$ cat src/inc/sdd_pkg.sv
// Constants shared by the serial identification and diagnostics port
package sdd_pkg;
	// Two-wire target addresses (upper seven bits of the address byte)
	localparam logic [6:0] SDD_ID_ADDR   = 7'h50;
	localparam logic [6:0] SDD_DIAG_ADDR = 7'h51;

	// Timing
	localparam int SDD_CLK_NS    = 10;
	localparam int SDD_TXDIS_US  = 10;
	localparam int SDD_TXDIS_CYC = (SDD_TXDIS_US * 1000) / SDD_CLK_NS;

	// Local register port offsets and reset values
	localparam logic [3:0] SDD_REG_IRQ_STAT = 4'h0;
	localparam logic [3:0] SDD_REG_IRQ_MASK = 4'h1;
	localparam logic [3:0] SDD_REG_CTRL     = 4'h2;
	localparam logic [3:0] SDD_REG_STATE    = 4'h3;
	localparam logic [3:0] SDD_MASK_RST     = 4'h0;
	localparam logic       SDD_CTRL_RST     = 1'b0;

	// Event bit positions in status and mask
	localparam int SDD_EV_ALARM = 0;
	localparam int SDD_EV_LOS   = 1;
	localparam int SDD_EV_FAULT = 2;
	localparam int SDD_EV_WRITE = 3;

	// Diagnostics map layout
	localparam logic [7:0] SDD_DG_THR_END  = 8'h28;
	localparam logic [7:0] SDD_DG_VAL_BASE = 8'h60;
	localparam logic [7:0] SDD_DG_VAL_END  = 8'h6A;
	localparam logic [7:0] SDD_DG_STATUS   = 8'h6E;
	localparam logic [7:0] SDD_DG_ALARM    = 8'h70;
	localparam logic [7:0] SDD_DG_WARN     = 8'h74;

	// Identification map layout and content (values are arbitrary)
	localparam logic [7:0]   SDD_ID_VEND_BASE = 8'h14;
	localparam logic [7:0]   SDD_ID_VEND_END  = 8'h24;
	localparam logic [7:0]   SDD_ID_DDM_TYPE  = 8'h5C;
	localparam logic [7:0]   SDD_DDM_INTCAL   = 8'h60;
	localparam logic [7:0]   SDD_ID_HEAD [16] = '{8'h03, 8'h04, 8'h07, 8'h00, 8'h00, 8'h00, 8'h01, 8'h00,
		8'h00, 8'h00, 8'h00, 8'h01, 8'h0D, 8'h00, 8'h0A, 8'h64};
	localparam logic [127:0] SDD_VENDOR       = "GENERIC OPTICS  ";

	// Monitored channels: temperature, supply, bias, tx power, rx power
	localparam int SDD_NCH = 5;
	// Per channel: high alarm, low alarm, high warning, low warning
	localparam logic [15:0] SDD_THR [20] = '{
		16'h5500, 16'hD800, 16'h5000, 16'hDD00,
		16'h8CA0, 16'h7530, 16'h88B8, 16'h7918,
		16'hEA60, 16'h0000, 16'hD6D8, 16'h0000,
		16'h1F07, 16'h0290, 16'h18A6, 16'h033A,
		16'h2710, 16'h0010, 16'h1F07, 16'h0019};
endpackage

$ cat src/inc/sdd_mon_if.sv
// Carrier between the port logic and the range monitor
`timescale 1ns/1ns
interface sdd_mon_if;
	logic [15:0]              val [sdd_pkg::SDD_NCH];
	logic [sdd_pkg::SDD_NCH-1:0] alarm_hi;
	logic [sdd_pkg::SDD_NCH-1:0] alarm_lo;
	logic [sdd_pkg::SDD_NCH-1:0] warn_hi;
	logic [sdd_pkg::SDD_NCH-1:0] warn_lo;

	modport src (output val, input alarm_hi, alarm_lo, warn_hi, warn_lo);
	modport mon (input val, output alarm_hi, alarm_lo, warn_hi, warn_lo);
endinterface

$ cat src/logic/sdd_sync.sv
// Two-stage synchroniser for pin inputs
`timescale 1ns/1ns
module sdd_sync #(
	parameter int           W       = 5,
	parameter logic [W-1:0] RST_VAL = '0
) (
	input  wire logic         clk_in,
	input  wire logic         rst_n_in,
	input  wire logic [W-1:0] d_in,
	output logic      [W-1:0] q_out
);
	logic [W-1:0] meta_ff;
	logic [W-1:0] sync_ff;

	always_ff @(posedge clk_in or negedge rst_n_in) begin
		if (!rst_n_in) begin
			meta_ff <= RST_VAL;
			sync_ff <= RST_VAL;
		end else begin
			meta_ff <= d_in;
			sync_ff <= meta_ff;
		end
	end

	assign q_out = sync_ff;
endmodule

$ cat src/logic/sdd_monitor.sv
// Range monitor: alarm and warning flags for each live value
`timescale 1ns/1ns
module sdd_monitor (
	input  wire logic clk_in,
	input  wire logic rst_n_in,
	sdd_mon_if.mon    mon
);
	genvar ch;
	generate
		for (ch = 0; ch < sdd_pkg::SDD_NCH; ch++) begin : g_ch
			// Temperature is two's complement; flipping the sign bit orders it as unsigned
			localparam logic [15:0] FLIP = (ch == 0) ? 16'h8000 : 16'h0000;

			logic [3:0] flag_ff;
			logic [3:0] nxt_flag;

			always_comb begin
				nxt_flag[3] = (mon.val[ch] ^ FLIP) > (sdd_pkg::SDD_THR[ch*4] ^ FLIP);
				nxt_flag[2] = (mon.val[ch] ^ FLIP) < (sdd_pkg::SDD_THR[ch*4+1] ^ FLIP);
				nxt_flag[1] = (mon.val[ch] ^ FLIP) > (sdd_pkg::SDD_THR[ch*4+2] ^ FLIP);
				nxt_flag[0] = (mon.val[ch] ^ FLIP) < (sdd_pkg::SDD_THR[ch*4+3] ^ FLIP);
			end

			always_ff @(posedge clk_in or negedge rst_n_in) begin
				if (!rst_n_in) begin
					flag_ff <= 4'h0;
				end else begin
					flag_ff <= nxt_flag;
				end
			end

			assign mon.alarm_hi[ch] = flag_ff[3];
			assign mon.alarm_lo[ch] = flag_ff[2];
			assign mon.warn_hi[ch]  = flag_ff[1];
			assign mon.warn_lo[ch]  = flag_ff[0];

		end
	endgenerate
endmodule

$ cat src/logic/sdd_top.sv
// Serial identification and diagnostics port of a pluggable module
// Operation
// - Acknowledge target address 1010000 and serve the 256-byte identification map.
// - Acknowledge 1010001 for diagnostics; identification map stays unchanged.
// - Data is captured on clock rise; writes land only in unprotected bytes.
// - Outgoing data changes only after a falling clock edge.
// - Data line is shared; each side drives only in its phase.
// - Byte-wide maps with single and auto-incrementing sequential access.
// - Identification map holds capabilities, interfaces and maker content.
// - Live temperature, bias, tx power, rx power and supply are readable.
// - Alarm and warning flags set when a value leaves its range.
// - Diagnostic values are reported internally calibrated by default.
// - Loss-of-signal output low while receiving, high without signal.
// - Transmitter is off within 10 us of disable assertion.
// - Transmitter off while disable is high or open, on when low; the code also keeps it off while soft_dis_ff is set.
// - Fault output high on laser fault, low in normal operation.
`timescale 1ns/1ns
module sdd_top (
	input  wire logic        clk_in,
	input  wire logic        resetn_in,
	input  wire logic        scl_in,
	input  wire logic        sda_in,
	output logic             sda_out,
	output logic             sda_oe_out,
	input  wire logic        tx_disable_in,
	input  wire logic        signal_detect_in,
	input  wire logic        laser_fault_in,
	input  wire logic [15:0] temp_in,
	input  wire logic [15:0] vcc_in,
	input  wire logic [15:0] bias_in,
	input  wire logic [15:0] txpwr_in,
	input  wire logic [15:0] rxpwr_in,
	input  wire logic [3:0]  reg_addr_in,
	input  wire logic [7:0]  reg_wdata_in,
	input  wire logic        reg_wr_in,
	input  wire logic        reg_rd_in,
	output logic      [7:0]  reg_rdata_out,
	output logic             tx_enable_out,
	output logic             rx_signal_lost_out,
	output logic             tx_fault_out,
	output logic             irq_out
);
	localparam int TXOFF_BOUND = sdd_pkg::SDD_TXDIS_CYC;

	typedef enum logic [3:0] {
		ST_IDLE, ST_ADDR, ST_ACK_DRV, ST_ACK_HOLD, ST_RX, ST_TX, ST_TX_ACK, ST_TX_NEXT, ST_IGNORE
	} sdd_state_e;

	logic       rst_q_ff;
	logic       rst_n_ff;
	logic [4:0] pin_s;
	logic       scl_s, sda_s, txd_s, det_s, flt_s;
	logic       scl_q_ff, sda_q_ff;
	logic       scl_rise, scl_fall, start_w, stop_w;

	// Reset release through two flip-flops
	always_ff @(posedge clk_in or negedge resetn_in) begin
		if (!resetn_in) begin
			rst_q_ff <= 1'b0;
			rst_n_ff <= 1'b0;
		end else begin
			rst_q_ff <= 1'b1;
			rst_n_ff <= rst_q_ff;
		end
	end

	sdd_sync #(.W(5), .RST_VAL(5'h07)) u_sync (
		.clk_in   (clk_in),
		.rst_n_in (rst_n_ff),
		.d_in     ({laser_fault_in, signal_detect_in, tx_disable_in, sda_in, scl_in}),
		.q_out    (pin_s)
	);

	assign {flt_s, det_s, txd_s, sda_s, scl_s} = pin_s;

	always_ff @(posedge clk_in or negedge rst_n_ff) begin
		if (!rst_n_ff) begin
			scl_q_ff <= 1'b1;
			sda_q_ff <= 1'b1;
		end else begin
			scl_q_ff <= scl_s;
			sda_q_ff <= sda_s;
		end
	end

	// the serial clock is only sampled, its edges found here
	assign scl_rise = scl_s & ~scl_q_ff;
	assign scl_fall = ~scl_s & scl_q_ff;
	// start and stop are data edges while the clock is high
	assign start_w  = scl_s & scl_q_ff & sda_q_ff & ~sda_s;
	assign stop_w   = scl_s & scl_q_ff & ~sda_q_ff & sda_s;

	// Range monitor
	sdd_mon_if mon_if ();
	// live values feed the monitor and the diagnostics map
	assign mon_if.val[0] = temp_in;
	assign mon_if.val[1] = vcc_in;
	assign mon_if.val[2] = bias_in;
	assign mon_if.val[3] = txpwr_in;
	assign mon_if.val[4] = rxpwr_in;

	sdd_monitor u_mon (
		.clk_in   (clk_in),
		.rst_n_in (rst_n_ff),
		.mon      (mon_if.mon)
	);

	// Serial target state
	sdd_state_e st_ff, nxt_st;
	logic [2:0] bit_ff, nxt_bit;
	logic [7:0] shift_ff, nxt_shift;
	logic [7:0] ptr_ff, nxt_ptr;
	logic       map_ff, nxt_map;
	logic       rw_ff, nxt_rw;
	logic       have_ff, nxt_have;
	logic       sda_oe_ff, nxt_oe;
	logic       sda_out_ff;
	logic       wr_en;
	logic [7:0] in_byte;
	logic [7:0] rd_byte;
	logic [7:0] user_mem [128];
	logic       soft_dis_ff;
	logic       tx_en_ff, los_ff, fault_ff;

	// Byte served at the current pointer
	always_comb begin
		logic [15:0] word;
		word    = 16'h0000;
		rd_byte = 8'h00;
		if (!map_ff) begin
			if (ptr_ff < 8'h10) begin
				rd_byte = sdd_pkg::SDD_ID_HEAD[ptr_ff[3:0]];
			end else if (ptr_ff >= sdd_pkg::SDD_ID_VEND_BASE && ptr_ff < sdd_pkg::SDD_ID_VEND_END) begin
				rd_byte = sdd_pkg::SDD_VENDOR[8'(8'd127 - 8'((ptr_ff - sdd_pkg::SDD_ID_VEND_BASE) << 3)) -: 8];
			end else if (ptr_ff == sdd_pkg::SDD_ID_DDM_TYPE) begin
				rd_byte = sdd_pkg::SDD_DDM_INTCAL;
			end
		end else if (ptr_ff < sdd_pkg::SDD_DG_THR_END) begin
			word    = sdd_pkg::SDD_THR[{ptr_ff[5:3], ptr_ff[2:1]}];
			rd_byte = ptr_ff[0] ? word[7:0] : word[15:8];
		end else if (ptr_ff >= sdd_pkg::SDD_DG_VAL_BASE && ptr_ff < sdd_pkg::SDD_DG_VAL_END) begin
			// values already calibrated, passed as they are
			word    = mon_if.val[3'((ptr_ff - sdd_pkg::SDD_DG_VAL_BASE) >> 1)];
			rd_byte = ptr_ff[0] ? word[7:0] : word[15:8];
		end else if (ptr_ff == sdd_pkg::SDD_DG_STATUS) begin
			rd_byte = {txd_s, soft_dis_ff, 3'b000, fault_ff, los_ff, 1'b0};
		end else if (ptr_ff == sdd_pkg::SDD_DG_ALARM) begin
			rd_byte = {mon_if.alarm_hi[0], mon_if.alarm_lo[0], mon_if.alarm_hi[1], mon_if.alarm_lo[1],
				mon_if.alarm_hi[2], mon_if.alarm_lo[2], mon_if.alarm_hi[3], mon_if.alarm_lo[3]};
		end else if (ptr_ff == sdd_pkg::SDD_DG_ALARM + 8'h01) begin
			rd_byte = {mon_if.alarm_hi[4], mon_if.alarm_lo[4], 6'h00};
		end else if (ptr_ff == sdd_pkg::SDD_DG_WARN) begin
			rd_byte = {mon_if.warn_hi[0], mon_if.warn_lo[0], mon_if.warn_hi[1], mon_if.warn_lo[1],
				mon_if.warn_hi[2], mon_if.warn_lo[2], mon_if.warn_hi[3], mon_if.warn_lo[3]};
		end else if (ptr_ff == sdd_pkg::SDD_DG_WARN + 8'h01) begin
			rd_byte = {mon_if.warn_hi[4], mon_if.warn_lo[4], 6'h00};
		end else if (ptr_ff[7]) begin
			rd_byte = user_mem[ptr_ff[6:0]];
		end
	end

	assign in_byte = {shift_ff[6:0], sda_s};

	always_comb begin
		nxt_st    = st_ff;
		nxt_bit   = bit_ff;
		nxt_shift = shift_ff;
		nxt_ptr   = ptr_ff;
		nxt_map   = map_ff;
		nxt_rw    = rw_ff;
		nxt_have  = have_ff;
		nxt_oe    = sda_oe_ff;
		wr_en     = 1'b0;
		if (start_w) begin
			nxt_st   = ST_ADDR;
			nxt_bit  = 3'd0;
			nxt_have = 1'b0;
			nxt_oe   = 1'b0;
		end else if (stop_w) begin
			nxt_st = ST_IDLE;
			nxt_oe = 1'b0;
		end else begin
			case (st_ff)
				ST_ADDR: begin
					// bits captured on the rising clock edge
					if (scl_rise) begin
						nxt_shift = in_byte;
						nxt_bit   = 3'(bit_ff + 3'd1);
						if (bit_ff == 3'd7) begin
							nxt_rw  = sda_s;
							nxt_map = in_byte[7:1] == sdd_pkg::SDD_DIAG_ADDR;
							if (in_byte[7:1] == sdd_pkg::SDD_ID_ADDR || in_byte[7:1] == sdd_pkg::SDD_DIAG_ADDR) begin
								nxt_st = ST_ACK_DRV;
							end else begin
								nxt_st = ST_IGNORE;
							end
						end
					end
				end
				ST_ACK_DRV: begin
					if (scl_fall) begin
						nxt_oe = 1'b1;
						nxt_st = ST_ACK_HOLD;
					end
				end
				ST_ACK_HOLD: begin
					if (scl_fall) begin
						nxt_bit = 3'd0;
						if (rw_ff) begin
							nxt_shift = rd_byte;
							nxt_oe    = ~rd_byte[7];
							nxt_st    = ST_TX;
						end else begin
							nxt_oe = 1'b0;
							nxt_st = ST_RX;
						end
					end
				end
				ST_RX: begin
					if (scl_rise) begin
						nxt_shift = in_byte;
						nxt_bit   = 3'(bit_ff + 3'd1);
						if (bit_ff == 3'd7) begin
							nxt_st = ST_ACK_DRV;
							if (!have_ff) begin
								nxt_have = 1'b1;
								nxt_ptr  = in_byte;
							end else begin
								// only the diagnostics user area takes writes
								wr_en   = map_ff & ptr_ff[7];
								nxt_ptr = 8'(ptr_ff + 8'd1);
							end
						end
					end
				end
				ST_TX: begin
					// next bit put out after the falling edge
					if (scl_fall) begin
						if (bit_ff == 3'd7) begin
							nxt_oe = 1'b0;
							nxt_st = ST_TX_ACK;
						end else begin
							nxt_shift = {shift_ff[6:0], 1'b0};
							nxt_oe    = ~shift_ff[6];
							nxt_bit   = 3'(bit_ff + 3'd1);
						end
					end
				end
				ST_TX_ACK: begin
					if (scl_rise) begin
						if (sda_s) begin
							nxt_st = ST_IGNORE;
						end else begin
							nxt_ptr = 8'(ptr_ff + 8'd1);
							nxt_st  = ST_TX_NEXT;
						end
					end
				end
				ST_TX_NEXT: begin
					if (scl_fall) begin
						nxt_shift = rd_byte;
						nxt_oe    = ~rd_byte[7];
						nxt_bit   = 3'd0;
						nxt_st    = ST_TX;
					end
				end
				ST_IDLE, ST_IGNORE: begin
					nxt_oe = 1'b0;
				end
				default: begin
					nxt_st = ST_IDLE;
					nxt_oe = 1'b0;
				end
			endcase
		end
	end

	always_ff @(posedge clk_in or negedge rst_n_ff) begin
		if (!rst_n_ff) begin
			st_ff      <= ST_IDLE;
			bit_ff     <= 3'd0;
			shift_ff   <= 8'h00;
			ptr_ff     <= 8'h00;
			map_ff     <= 1'b0;
			rw_ff      <= 1'b0;
			have_ff    <= 1'b0;
			sda_oe_ff  <= 1'b0;
			sda_out_ff <= 1'b0;
		end else begin
			st_ff      <= nxt_st;
			bit_ff     <= nxt_bit;
			shift_ff   <= nxt_shift;
			ptr_ff     <= nxt_ptr;
			map_ff     <= nxt_map;
			rw_ff      <= nxt_rw;
			have_ff    <= nxt_have;
			sda_oe_ff  <= nxt_oe;
			sda_out_ff <= 1'b0;
		end
	end

	always_ff @(posedge clk_in) begin
		if (wr_en) begin
			user_mem[ptr_ff[6:0]] <= in_byte;
		end
	end

	// Pin outputs, status and local registers
	logic [3:0] stat_ff, nxt_stat, mask_ff, nxt_mask, ev;
	logic       nxt_soft, alarm_q_ff, irq_ff;
	logic [7:0] rdata_ff, nxt_rdata;

	always_comb begin
		ev                         = 4'h0;
		ev[sdd_pkg::SDD_EV_ALARM]  = (|{mon_if.alarm_hi, mon_if.alarm_lo}) & ~alarm_q_ff;
		ev[sdd_pkg::SDD_EV_LOS]    = ~det_s != los_ff;
		ev[sdd_pkg::SDD_EV_FAULT]  = flt_s & ~fault_ff;
		ev[sdd_pkg::SDD_EV_WRITE]  = wr_en;
		nxt_mask  = mask_ff;
		nxt_soft  = soft_dis_ff;
		nxt_stat  = stat_ff;
		nxt_rdata = 8'h00;
		if (reg_wr_in && reg_addr_in == sdd_pkg::SDD_REG_IRQ_STAT) begin
			nxt_stat = stat_ff & ~reg_wdata_in[3:0];
		end
		// A new event wins over a clear in the same cycle
		nxt_stat = nxt_stat | ev;
		if (reg_wr_in && reg_addr_in == sdd_pkg::SDD_REG_IRQ_MASK) begin
			nxt_mask = reg_wdata_in[3:0];
		end
		if (reg_wr_in && reg_addr_in == sdd_pkg::SDD_REG_CTRL) begin
			nxt_soft = reg_wdata_in[0];
		end
		if (reg_rd_in) begin
			case (reg_addr_in)
				sdd_pkg::SDD_REG_IRQ_STAT: nxt_rdata = {4'h0, stat_ff};
				sdd_pkg::SDD_REG_IRQ_MASK: nxt_rdata = {4'h0, mask_ff};
				sdd_pkg::SDD_REG_CTRL:     nxt_rdata = {7'h00, soft_dis_ff};
				sdd_pkg::SDD_REG_STATE:    nxt_rdata = {4'h0, st_ff != ST_IDLE, tx_en_ff, fault_ff, los_ff};
				default:                   nxt_rdata = 8'h00;
			endcase
		end
	end

	always_ff @(posedge clk_in or negedge rst_n_ff) begin
		if (!rst_n_ff) begin
			stat_ff     <= 4'h0;
			mask_ff     <= sdd_pkg::SDD_MASK_RST;
			soft_dis_ff <= sdd_pkg::SDD_CTRL_RST;
			rdata_ff    <= 8'h00;
			irq_ff      <= 1'b0;
			alarm_q_ff  <= 1'b0;
			tx_en_ff    <= 1'b0;
			los_ff      <= 1'b1;
			fault_ff    <= 1'b0;
		end else begin
			stat_ff     <= nxt_stat;
			mask_ff     <= nxt_mask;
			soft_dis_ff <= nxt_soft;
			rdata_ff    <= nxt_rdata;
			irq_ff      <= |(nxt_stat & nxt_mask);
			alarm_q_ff  <= |{mon_if.alarm_hi, mon_if.alarm_lo};
			// disable acts within three clock cycles
			// transmitter on only while disable is low
			tx_en_ff    <= ~txd_s & ~soft_dis_ff;
			los_ff      <= ~det_s;
			fault_ff    <= flt_s;
		end
	end

	assign sda_out            = sda_out_ff;
	assign sda_oe_out         = sda_oe_ff;
	assign reg_rdata_out      = rdata_ff;
	assign tx_enable_out      = tx_en_ff;
	assign rx_signal_lost_out = los_ff;
	assign tx_fault_out       = fault_ff;
	assign irq_out            = irq_ff;
endmodule

$ cat config.mk
export PLATFORM = sky130hd
export DESIGN_NAME = sdd_top
export DESIGN_NICKNAME = d
export VERILOG_FILES = /design/src/inc/sdd_pkg.sv /design/src/inc/sdd_mon_if.sv /design/src/logic/sdd_sync.sv /design/src/logic/sdd_monitor.sv /design/src/logic/sdd_top.sv
export SDC_FILE = /design/constraint.sdc
export NUM_CORES = 1
export LEC_CHECK = 0
export BUFFER_PORTS_ARGS = -buffer_cell sky130_fd_sc_hd__buf_2
export CAP_MARGIN = 20
export CORE_MARGIN = 10
export CORE_UTILIZATION = 25
export CTS_BUF_LIST = sky130_fd_sc_hd__clkbuf_4 sky130_fd_sc_hd__clkbuf_8
export CTS_CLUSTER_SIZE = 14
export DETAILED_ROUTE_END_ITERATION = 10
export GPL_TIMING_DRIVEN = 1
export SETUP_SLACK_MARGIN = 0.3
export SLEW_MARGIN = 20
export SYNTH_ARGS = -nofsm -noshare
export SYNTH_HDL_FRONTEND = slang
export SYNTH_HIERARCHICAL = 1
export SYNTH_SLANG_ARGS = --single-unit
$ cat constraint.sdc
create_clock -name clk_in -period 2.44 [get_ports clk_in]
set_input_delay 0.122 -clock clk_in [delete_from_list [all_inputs] [get_ports clk_in]]
set_output_delay 0.122 -clock clk_in [all_outputs]
set_load 0.05 [all_outputs]
==> impl_metrics.csv <==
group,metric,value,unit
critical_path,rr_endpoint,"shift_ff[1]",
sta,period_needed,2842,ps
sta,worstMarginPinSlew,972.3,ps
cells_and_area,utilization,0.3394,
floorplan,rows,156,
power_and_ir_drop,total_power,43.54,mW
power_and_ir_drop,pwr_density_cell,707.6,nW/um^2
clocking,clock_sinks,1100,
min_path,min_from,"txpwr_in[15]",
status,violations,"negative setup slack",
sta,max_freq,351.9,MHz
route,wl,132800,microns
floorplan,die_area,200600,sq um
critical_path,r2r_slack,-400,ps
placed_design,place_hpwl,86560,microns
grt,gr-total-overflow,0,
sta,fin_skew,42.21,ps
critical_path,max_stage_delay,540,ps
floorplan,die_h,447.8,microns
power_and_ir_drop,p_leak,20.45,nW
route,wl_per_cell,22.75,microns
min_path,worstHoldEndpoint,"u_mon/g_ch[3].flag_ff[3]",
sta,post-route-period-util,1.165,
route,drt_iter0_drc,2572,
critical_path,required,3250,ps
min_path,min_path_cells,4,
sta,slew_headroom,0.3518,
yosys,synth.distinct_cells,86,
floorplan,io_pins,115,
critical_path,end_kind,"register",
cells_and_area,area_growth,34.47,%
cells_and_area,final_nets,3448,
placed_design,place_ws,-763.9,ps
yosys,synth_edf_count,1024,
yosys,synth_async_sr_flop_share,0.06909,
grt,antenna_found_initial,3,
sta,setup_ws,-401.7,ps
clocking,clk_pin_slew,60,ps
yosys,synth.top_cell.area_share,0.6720,
cells_and_area,drive_gt1_frac,0.4499,
critical_path,crit_fanout,8,
critical_path,path_delay_family,"compound AO/OA/AOI/OAI gates",
critical_path,worstSetupPathType,"register to register",
yosys,ys_warn_count,6,
run,max_cap_violations,0,
clocking,cts_max_level,4,
critical_path,path_buf_inv,4,
floorplan,core_area,181300,sq um
placed_design,globalplace.congestion,0.9370,
route,ant_nets,0,
critical_path,arrival,3650,ps
sta,rsz0062_at_grt,"yes",
grt,grt_max_degree,132,
sta,drv_slew,0,
yosys,synthTopCellsByArea,"edfxtp_1 (67%), mux4_2 (14%), dfrtp_1 (3.7%)",
placed_design,port_buffers,105,
route,drc,0,
clocking,cts_made_buffers,179,
yosys,ys.flop_type,"edfxtp_1",
sta,setup_viol,98,
yosys,netlist_instances,2501,
critical_path,r2r_start,"ptr_ff[0]",
yosys,mappedNetlistArea,45760,sq um
status,status,"finished with violations",
sta,finalHoldViolCount,0,
yosys,syn_avg_cell_area,18.30,sq um
critical_path,worst-path-stages,11,
critical_path,slowest_stage,"dfrtp_4",
yosys,synth_top_cell_by_area,"edfxtp_1",
critical_path,r2r_cells,11,
floorplan,start_util,0.2524,
yosys,ys_seq_area_frac,0.7138,
sta,fin_setup_tns,-4346,ps
route,drt_pass1_iterations,7,
power_and_ir_drop,ir_drop,0.5582,mV
clocking,clockBufferDepth,3,
critical_path,startpoint_type,"register",
clocking,cts_tree,"built",
clocking,cts_root_buffer,"clkbuf_8",
floorplan,fp.dieW,447.8,microns
route,routed-via-count,27807,
grt,grt_pass1_wl,196200,microns
grt,first_global_vias,28894,
min_path,hp-class,"input port to register",
critical_path,cp_cell_sequence,"buf_12, buf_16, buf_16, mux4_2, nor2_2, nor4_4, nor4_4, buf_4, a41o_1, o41a_1, o21ai_1",
clocking,clk_latency,900,ps
yosys,synth_seq_cells,1100,
grt,track_usage,0.1298,
route,via_per_inst,4.766,
[power breakdown]
part | internal [mW] | switching (mW)
clock | 8.21 | 7.33
combinational | 1.46 | 3.58
sequential | 22.7 | 0.238
total | 32.4 | 11.1
[how the worst max path moves through the flow]
stage	startpoint	end	slack, ps
CTS	ptr_ff[0]	shift_ff[0]	-370
detailed placement	ptr_ff[0]	shift_ff[4]	-760
global placement	ptr_ff[0]	shift_ff[4]	-770
finish	ptr_ff[0]	shift_ff[1]	-400
global route	ptr_ff[0]	shift_ff[4]	-480
floorplan	ptr_ff[0]	shift_ff[6]	-260
[area by class of cell]
| type | instances | area [sq um] |
|---|---|---|
| Sequential cell | 1100 | 32710 |
| Clock inverter | 76 | 483.0 |
| Inverter | 20 | 90.09 |
| Tap cell | 2370 | 2965 |
| Timing Repair Buffer | 793 | 8314 |
| Clock buffer | 240 | 2953 |
| Antenna cell | 2 | 5.005 |
| Fill cell | 17036 | 119800 |
| Multi-Input combinational cell | 1234 | 14020 |
[cell families (layout without fill, tap and decap cells)]
| logic type | Yosys count | count (layout) | share of synthesized area |
|---|---|---|---|
| other | 3 | 10 | 0.0002461 |
| flip-flops | 1100 | 1100 | 0.7138 |
| AO/OA/AOI/OAI | 314 | 314 | 0.04588 |
| adder cells (fa/ha/maj) | 19 | 19 | 0.005195 |
| multiplexers | 398 | 398 | 0.1634 |
| AND/OR/NAND/NOR | 492 | 492 | 0.05058 |
| XOR/XNOR | 3 | 3 | 0.0005743 |
| buffers and inverters | 172 | 1129 | 0.02037 |
[layer usage]
layer | global-route usage | part of all wire | wire length [microns] | vias to the layer above
met2 | 0.2055 | 0.47 | 62070 | 1184
met3 | 0.03074 | 0.074 | 9858 | 225
met5 | 0 | 0.000098 | 13 | -
li1 | - | - | - | 11970
met4 | 0.04414 | 0.032 | 4274 | 2
met1 | 0.1746 | 0.43 | 56560 | 14426
[what timing repair did]
item	4_1_cts	5_1_grt
pin swaps	79	18
gates resized for setup	416	95
gates cloned	8	0
hold endpoints to repair	40	2
setup buffers	57	31
hold buffers	88	1
endpoints found under the setup margin	1036	1044
[worst min-delay path: stages]
cell and delay (ps):
buf_2 90, nor3_1 90, o31ai_1 90, dlygate4sd3_1 560
[synthesized netlist by cell type, types with 4 or more instances]
cell type  number
nor4_1         16
a21oi_1        51
nand3_1        28
mux2_2         12
nor2_1        202
mux4_2        278
or3_1          10
buf_4          29
a22o_1          4
o31ai_1         6
o211ai_1        8
a211o_1         8
nor3b_1         5
a21boi_0        4
buf_2          35
and2_1          4
o21ai_0        65
nor2b_1        17
a22oi_1         6
and3b_1         4
a211oi_1       17
a31oi_1        22
dfrtp_1        67
nand2b_1       11
clkbuf_1       58
nand3b_1        4
and3_1          4
inv_1          18
a41oi_1         4
a221oi_1       16
a21o_1          9
buf_6          14
mux2i_1       108
buf_1          13
nand2_1       104
o2111ai_1       4
nor4b_1         5
o22ai_1        42
dfstp_2         9
nand4_1        10
ha_1           19
a221o_1         5
nor3_1         46
edfxtp_1     1024
o221ai_1        4
[cell usage in the layout (no fill, tap or decap), drive strengths merged, types with 22 or more instances in the layout]
cell type       n
edfxtp       1024
nor3           47
a31oi          22
buf           700
mux4          278
a21oi          51
nor2          202
o21ai          68
dfrtp          67
inv            30
mux2i         108
o22ai          42
dlygate4sd3    88
clkbuf        240
nand2         104
clkinv         60
nand3          28
[flip-flops by register name, summed over array words and instances, names as in the netlist, 3 cells and up]
signal              cells
bit_ff                  3
mask_ff                 4
ptr_ff                  8
reg_rdata_out           4
shift_ff                7
st_ff                   4
stat_ff                 4
u_mon/g_ch.flag_ff     18
u_sync/meta_ff          5
u_sync/q_out            5
user_mem             1024
[metrics by stage]
stage / instance area (sq um) / instances / hold slack (ps)
CTS: 60840 / 5801 / 5.928
detailed placement: 54000 / 5332 / -88.69
floorplan: 46630 / 2506 / -173.6
finish: 61530 / 5835 / 105.8
global route: 61530 / 5835 / 66.63
global placement: 54000 / 5332 / -92.29
No activity file was read; power rests on OpenSTA's default activity.
